===== config.mk =====
export PLATFORM = sky130hd
export DESIGN_NAME = dct_cke_odt
export DESIGN_NICKNAME = d
export VERILOG_FILES = /design/src/dct_pkg.sv /design/src/dct_cke_odt.sv
export VERILOG_INCLUDE_DIRS = /design/src
export SDC_FILE = /design/constraint.sdc
export NUM_CORES = 1
export LEC_CHECK = 0
export ABC_AREA = 1
export CORE_MARGIN = 5
export CORE_UTILIZATION = 42
export CTS_CLUSTER_SIZE = 20
export DETAILED_ROUTE_END_ITERATION = 6
export DONT_BUFFER_PORTS = 1
export PLACE_DENSITY = 0.65
export SETUP_SLACK_MARGIN = 0.02
export SYNTH_ARGS = -nofsm -noshare
export SYNTH_HDL_FRONTEND = slang
export SYNTH_SLANG_ARGS = --single-unit

===== constraint.sdc =====
create_clock -name sys_clk -period 1.5 [get_ports sys_clk]
set_clock_uncertainty 0.15 [all_clocks]
set_input_delay 0 -clock sys_clk [delete_from_list [all_inputs] [get_ports sys_clk]]
set_output_delay 0 -clock sys_clk [all_outputs]
set_load 0.02 [all_outputs]

===== src/dct_regs.svh =====
// Timing and field constants for the CKE reset and ODT timing block
`ifndef DCT_REGS_SVH
`define DCT_REGS_SVH
`define DCT_CLK_PERIOD_NS 8
`define DCT_TMOD_NS 12
`define DCT_TMOD_CYC ((`DCT_TMOD_NS + `DCT_CLK_PERIOD_NS - 1) / `DCT_CLK_PERIOD_NS)
`define DCT_TANPD_CYC 3
`define DCT_TAXPD_CYC 8
`define DCT_TAOND_CYC 2
`define DCT_TAOFD_CYC 2
`define DCT_TAPD_CYC 2
`define DCT_MR_SLOW_EXIT_BIT 12
`define DCT_EMR_RTT_HI_BIT 6
`define DCT_EMR_RTT_LO_BIT 2
`define DCT_BA_MR 2'h0
`define DCT_BA_EMR 2'h1
`define DCT_BURST_CYC 4
`endif


===== src/dct_pkg.sv =====
// Types for the CKE reset and ODT timing block
`default_nettype none
package dct_pkg;
    typedef enum logic [1:0] {DCT_ODT_SYNC, DCT_ODT_ASYNC} dct_odt_mode_t;
    typedef struct packed {
        logic cs_n;
        logic ras_n;
        logic cas_n;
        logic we_n;
        logic [1:0] ba;
        logic [13:0] addr;
    } dct_cmd_t;
    typedef struct packed {
        logic term_on;
        logic [1:0] rtt;
        logic async_timing;
    } dct_odt_stat_t;
endpackage : dct_pkg
`default_nettype wire


===== src/dct_cke_odt.sv =====
// DDR2 device-side CKE reset and ODT timing-mode selection
`timescale 1ns/1ns
`default_nettype none
`include "dct_regs.svh"
// Summary of operation
// - CKE low reset discards state, reinit recovers
// - In reset only CKE and MR loads are observed
// - Interrupted read may finish after CKE rises
// - ODT timing follows CKE and power mode
// - No ODT switching in self refresh or early
// - Active and fast-exit use synchronous timing
// - Slow-exit and precharge down use asynchronous
// - Turn-off before entry: sync if tANPD met
// - Turn-on before entry: sync if tANPD met
// - Turn-off after exit: sync after tAXPD
// - Turn-on after slow exit: sync after tAXPD
// - EMRS changes Rtt within tMOD maximum
// - EMR load updates Rtt from A6, A2
module dct_cke_odt
    import dct_pkg::*;
(
    input wire logic sys_clk,
    input wire logic sys_rst,
    input wire logic cke,
    input wire logic odt,
    input wire dct_cmd_t cmd,
    input wire logic banks_open,
    input wire logic read_burst,
    output logic in_reset,
    output logic read_resume,
    output dct_odt_stat_t odt_stat,
    output logic odt_enabled
);
    typedef enum {ST_RESET, ST_ACTIVE, ST_PD_FAST, ST_PD_SLOW, ST_PD_PRE, ST_SELF_REF} dct_st_t;

    function automatic logic is_lm(input dct_cmd_t c);
        is_lm = !c.cs_n && !c.ras_n && !c.cas_n && !c.we_n;
    endfunction : is_lm

    function automatic logic is_ref(input dct_cmd_t c);
        is_ref = !c.cs_n && !c.ras_n && !c.cas_n && c.we_n;
    endfunction : is_ref

    dct_st_t state_r;
    logic cke_d_r;
    logic slow_exit_r;
    logic [1:0] rtt_r;
    logic [1:0] rtt_pend_r;
    logic [3:0] mod_cnt_r;
    logic [3:0] anpd_cnt_r;
    logic [3:0] axpd_cnt_r;
    logic [3:0] dly_cnt_r;
    logic odt_d_r;
    logic odt_target_r;
    logic odt_async_r;
    logic exit_async_r;
    logic burst_cut_r;
    logic init_seen_r;
    logic lm_emr;
    logic in_pd;
    logic pd_async;
    logic odt_edge;

    assign lm_emr = cke && cke_d_r && state_r == ST_ACTIVE && is_lm(cmd)
        && cmd.ba == `DCT_BA_EMR;
    assign in_pd = state_r == ST_PD_FAST || state_r == ST_PD_SLOW || state_r == ST_PD_PRE;
    assign pd_async = state_r == ST_PD_SLOW || state_r == ST_PD_PRE;
    assign odt_edge = odt != odt_d_r;

    always_ff @(posedge sys_clk) begin
        if (sys_rst) begin
            cke_d_r <= 1'b0;
        end else begin
            cke_d_r <= cke;
        end
    end

    // Power state; a CKE drop during an active read burst is a reset, left only after CKE high and an MR load
    always_ff @(posedge sys_clk) begin
        if (sys_rst) begin
            state_r <= ST_RESET;
        end else begin
            case (state_r)
                ST_RESET: begin
                    if (cke && cke_d_r && init_seen_r) begin
                        state_r <= ST_ACTIVE;
                    end
                end
                ST_ACTIVE: begin
                    if (!cke && cke_d_r) begin
                        if (is_ref(cmd)) begin
                            state_r <= ST_SELF_REF;
                        end else if (read_burst) begin
                            state_r <= ST_RESET;
                        end else if (!banks_open) begin
                            state_r <= ST_PD_PRE;
                        end else if (slow_exit_r) begin
                            state_r <= ST_PD_SLOW;
                        end else begin
                            state_r <= ST_PD_FAST;
                        end
                    end
                end
                ST_PD_FAST, ST_PD_SLOW, ST_PD_PRE, ST_SELF_REF: begin
                    if (cke) begin
                        state_r <= ST_ACTIVE;
                    end
                end
                default: begin
                    state_r <= ST_RESET;
                end
            endcase
        end
    end

    // A reset is entered on a CKE drop during a read burst; init completes on the first MR load
    always_ff @(posedge sys_clk) begin
        if (sys_rst || state_r != ST_RESET) begin
            init_seen_r <= 1'b0;
        end else if (cke && is_lm(cmd) && cmd.ba == `DCT_BA_MR) begin
            init_seen_r <= 1'b1;
        end
    end

    // Read cut short by reset may complete when CKE returns
    always_ff @(posedge sys_clk) begin
        if (sys_rst) begin
            burst_cut_r <= 1'b0;
            dly_cnt_r <= 4'h0;
        end else if (state_r == ST_ACTIVE && !cke && read_burst) begin
            burst_cut_r <= 1'b1;
            dly_cnt_r <= 4'h0;
        end else if (state_r == ST_RESET && cke && burst_cut_r) begin
            if (dly_cnt_r == 4'(`DCT_BURST_CYC - 1)) begin
                burst_cut_r <= 1'b0;
            end
            dly_cnt_r <= dly_cnt_r + 4'h1;
        end
    end

    // Mode register capture: slow-exit select and Rtt
    always_ff @(posedge sys_clk) begin
        if (sys_rst) begin
            slow_exit_r <= 1'b0;
        end else if (cke && !cke_d_r ? 1'b0 : cke && is_lm(cmd) && cmd.ba == `DCT_BA_MR) begin
            slow_exit_r <= cmd.addr[`DCT_MR_SLOW_EXIT_BIT];
        end
    end

    always_ff @(posedge sys_clk) begin
        if (sys_rst || state_r == ST_RESET) begin
            rtt_pend_r <= 2'h0;
            rtt_r <= 2'h0;
            mod_cnt_r <= 4'h0;
        end else if (lm_emr) begin
            rtt_pend_r <= {cmd.addr[`DCT_EMR_RTT_HI_BIT], cmd.addr[`DCT_EMR_RTT_LO_BIT]};
            mod_cnt_r <= 4'(`DCT_TMOD_CYC);
        end else if (mod_cnt_r != 4'h0) begin
            mod_cnt_r <= mod_cnt_r - 4'h1;
            if (mod_cnt_r == 4'h1) begin
                rtt_r <= rtt_pend_r;
            end
        end
    end

    // Counters since ODT change (for entry) and since power-down exit
    always_ff @(posedge sys_clk) begin
        if (sys_rst) begin
            odt_d_r <= 1'b0;
            anpd_cnt_r <= 4'h0;
            axpd_cnt_r <= 4'h0;
            exit_async_r <= 1'b0;
        end else begin
            odt_d_r <= odt;
            if (odt_edge) begin
                anpd_cnt_r <= 4'h0;
            end else if (anpd_cnt_r != 4'hf) begin
                anpd_cnt_r <= anpd_cnt_r + 4'h1;
            end
            if (in_pd && cke) begin
                axpd_cnt_r <= 4'h0;
                // Turn-on after a fast exit stays synchronous
                exit_async_r <= pd_async;
            end else if (axpd_cnt_r != 4'hf) begin
                axpd_cnt_r <= axpd_cnt_r + 4'h1;
            end
        end
    end

    // ODT edge timing classification
    always_ff @(posedge sys_clk) begin
        if (sys_rst || state_r == ST_RESET) begin
            odt_target_r <= 1'b0;
            odt_async_r <= 1'b0;
        end else if (state_r == ST_SELF_REF || mod_cnt_r != 4'h0 || rtt_r == 2'h0) begin
            odt_target_r <= 1'b0;
            odt_async_r <= 1'b0;
        end else if (odt_edge) begin
            odt_target_r <= odt;
            if (in_pd) begin
                odt_async_r <= pd_async;
            end else if (!cke && cke_d_r) begin
                // Change coincides with entry, so no margin at all
                odt_async_r <= 1'b1;
            end else if (axpd_cnt_r < 4'(`DCT_TAXPD_CYC - 1)) begin
                // Counters hold pre-edge values, hence the limit minus one
                odt_async_r <= !odt || exit_async_r;
            end else begin
                odt_async_r <= 1'b0;
            end
        end else if (!cke && cke_d_r && anpd_cnt_r < 4'(`DCT_TANPD_CYC - 1) && state_r == ST_ACTIVE) begin
            odt_async_r <= 1'b1;
        end
    end

    always_ff @(posedge sys_clk) begin
        if (sys_rst) begin
            in_reset <= 1'b1;
            read_resume <= 1'b0;
            odt_stat <= '0;
            odt_enabled <= 1'b0;
        end else begin
            in_reset <= state_r == ST_RESET;
            read_resume <= state_r == ST_RESET && cke && burst_cut_r;
            // Gated so term_on and odt_enabled show nothing live in the cycle reset is entered
            odt_stat <= '{term_on: odt_target_r && state_r != ST_RESET, rtt: rtt_r,
                async_timing: odt_async_r};
            odt_enabled <= state_r != ST_RESET && rtt_r != 2'h0 && mod_cnt_r == 4'h0;
        end
    end
endmodule : dct_cke_odt
`default_nettype wire


==> metrics.cfg <==
[setup_path]
required_ns = 1.57
critPathLaunchType = flop
regToRegStartpoint = cke_d_r$_SDFF_PP0_
crit_type = reg -> reg
crit_family = buffers and inverters
cp_cell_sequence = nand4_1 > dlygate4sd3_1 > a21oi_1
cp.arrival_ns = 1.46
crit_path_max_incr_delay_ns = 0.57
cp_slowest_cell = dlygate4sd3_1
cp_max_fo = 6
crit_start = cke_d_r$_SDFF_PP0_
critPathBufInv = 1
end_kind = flop

[synth]
syn_inst = 240
yosysTopAreaCell = dfxtp_1
syn-num-nets = 269
yosys_warnings = 0
synth_area_mm2 = 0.00171
ys_seq_elements = 38
avgSynthCellArea_um2 = 7.13
ys.flop_type = dfxtp_1
ys_seq_area_share_pct = 44.4
ys_types = 27
synthTopCellsByArea = dfxtp_1 44%, nand2_1 13%, nor2_1 7.7%, nand3_1 5.6%, a21oi_1 5.3%
synth-edff-count = 0
synthArstFlopShare_pct = 0
synth_top_area_share_pct = 44.4

[timing]
fin_setup_tns_ns = 0
period_needed_ns = 1.39
slew_viol_final = 0
worstMarginPinSlew_ns = 0.425
finalCritPeriodShare_pct = 92.8
rsz0062_at_grt = false
relSlewSlack_pct = 71.6
hold_viol = 0
setup_viol = 0
fmax_ghz = 0.718

[pwr]
totalPowerFinal_mw = 2.50
ir_drop_uv = 728
power.density_mw_per_mm2 = 1210
total_leakage_power_nw = 0.877

[global_routing]
grt_overflow = 0
antenna_found_initial = 0
grt_pass1_vias = 1372
grt_pass1_wl_mm = 5.87
grt_max_degree = 13
grt_util_all_layers_pct = 14.0

[drt]
drtAntennaViolNets = 0
vias_per_cell = 4.79
drt-initial-drc-count = 46
route.detailed.drc = 0
wirelength_mm = 3.47
avgRoutedWirePerCell_um = 10.9
firstDrtPassIters = 4
num_vias = 1524

[clock_tree]
cts_tree = built
clk_latency_ns = 0.29
h-tree-depth = 2
clk_pin_slew_ns = 0.07
ctsLongestPathBuffers = 2
cts_root_buf = clkbuf_8
cts_num_sinks = 38
cts_inserted_buffers = 5

[final_layout]
fillers = 401
synthToLayoutAreaGrowth_pct = 21.1
nNetsFinal = 296
diodes = 0
layout-drive-gt1-share_pct = 16.4
final_area_mm2 = 0.00207

[placed_design]
io_buffers = 0
place_congestion = 0.739
placed_area_mm2 = 0.00179
dpl.hpwl_mm = 2.49

[floorplan]
die_h_um = 73.8
core-area_mm2 = 0.00397
die-area_mm2 = 0.00545
io_pins = 33
die_x_um = 73.8
initial_core_util_pct = 43.1
rows = 23

[run_status]
status = finished clean

[worst_hold_path]
min-delay-start = cke
min_path_type = in -> reg

[job]
maxCapViolCount = 0

area by class of cell:
type | instances | area [um^2] | area share [%]
Timing Repair Buffer | 21 | 198 | 9.54
Sequential cell | 38 | 766 | 37.0
Multi-Input combinational cell | 170 | 835 | 40.3
Clock buffer | 6 | 82.6 | 3.99
Inverter | 31 | 116 | 5.62
Clock inverter | 2 | 12.5 | 0.604
Tap cell | 50 | 62.6 | 3.02
registers in the layout (all words and copies together), names as in the netlist, 2 cells and up:
name,count
rtt_r,2
anpd_cnt_r,4
axpd_cnt_r,4
odt_stat,4
dly_cnt_r,4
mod_cnt_r,4
state_r,3
rtt_pend_r,2
layer usage:
layer  part of all wire [%]  track usage (%)  wire length [um]  up-vias
met5                      0                0                 0        -
met4                    2.0             6.04                68        0
met3                    4.1             4.24               142        7
met2                     45             21.8              1580       24
met1                     49             17.7              1690      672
li1                       -                -                 -      821
worst paths after layout:
| path | to | slack, ns | cells after the start |
|---|---|---|---|
| max reg2reg | slow_exit_r$_SDFFE_PP0P_ | 0.11 | 3 |
| min | state_r[1]$_SDFFE_PP0P_ | 0.09 | 7 |
| min reg2reg | odt_stat[3]$_SDFF_PP0_ | 0.29 | 2 |
| max | slow_exit_r$_SDFFE_PP0P_ | 0.11 | 3 |
through the flow:
stage                     std cells  utilization (%)  setup slack, ns  hold WS (ns)
final                           318             52.2            0.107        0.0906
after global routing            318             52.2           0.0185         0.146
after CTS                       316             51.5           0.0633        0.0982
after detailed placement        292             45.1            0.105       -0.0755
after global placement          292             45.1            0.112       -0.0777
after floorplan                 240                -            0.217       -0.0183
layout by cell type, fill, tap and decap left out, drive strengths merged, types with 2 or more instances in the layout:
cell         Yosys  final
dlygate4sd3      0     16
or2              5      5
nand4            4      4
nor2            39     39
clkbuf           0      6
a31oi            2      2
inv             31     31
dfxtp           38     38
ha               3      3
buf              1      5
and3             2      2
a21oi           19     19
nor3             7      7
nand3           19     19
nand2           62     62
o21ai            4      4
power by group:
group,switching [mW],total (mW),internal (mW)
clock network,0.360,0.729,0.369
logic,0.377,0.583,0.206
registers,0.0926,1.19,1.10
cell usage after synthesis (3+ instances only):
cell     instances
a21oi_1         18
dfxtp_1         38
ha_1             3
inv_1           21
inv_2           10
nand2_1         58
nand2_2          3
nand3_1         19
nand4_1          4
nor2_1          35
nor2_4           3
nor3_1           5
or2_2            4
timing repair:
action,CTS,global route
resized for setup,0,6
buffers inserted,0,2
hold buffers,16,0
hold endpoints to repair,34,0
setup endpoints to repair,0,13
logic make-up after synthesis:
kind of cell,after synthesis,synth area share [%]
AND/OR/NAND/NOR,139,37.1
flip-flops,38,44.4
buffers and inverters,32,7.09
AO/OA/AOI/OAI,26,8.11
adder cells (fa/ha/maj),3,2.19
XOR/XNOR,2,1.02
worst register-to-register path, cell delays in order, from the launching register on:
cell and delay, ns:
dfxtp_2 0.38, nand4_1 0.09, dlygate4sd3_1 0.57, a21oi_1 0.14
Power figures use the tool's default switching activity.
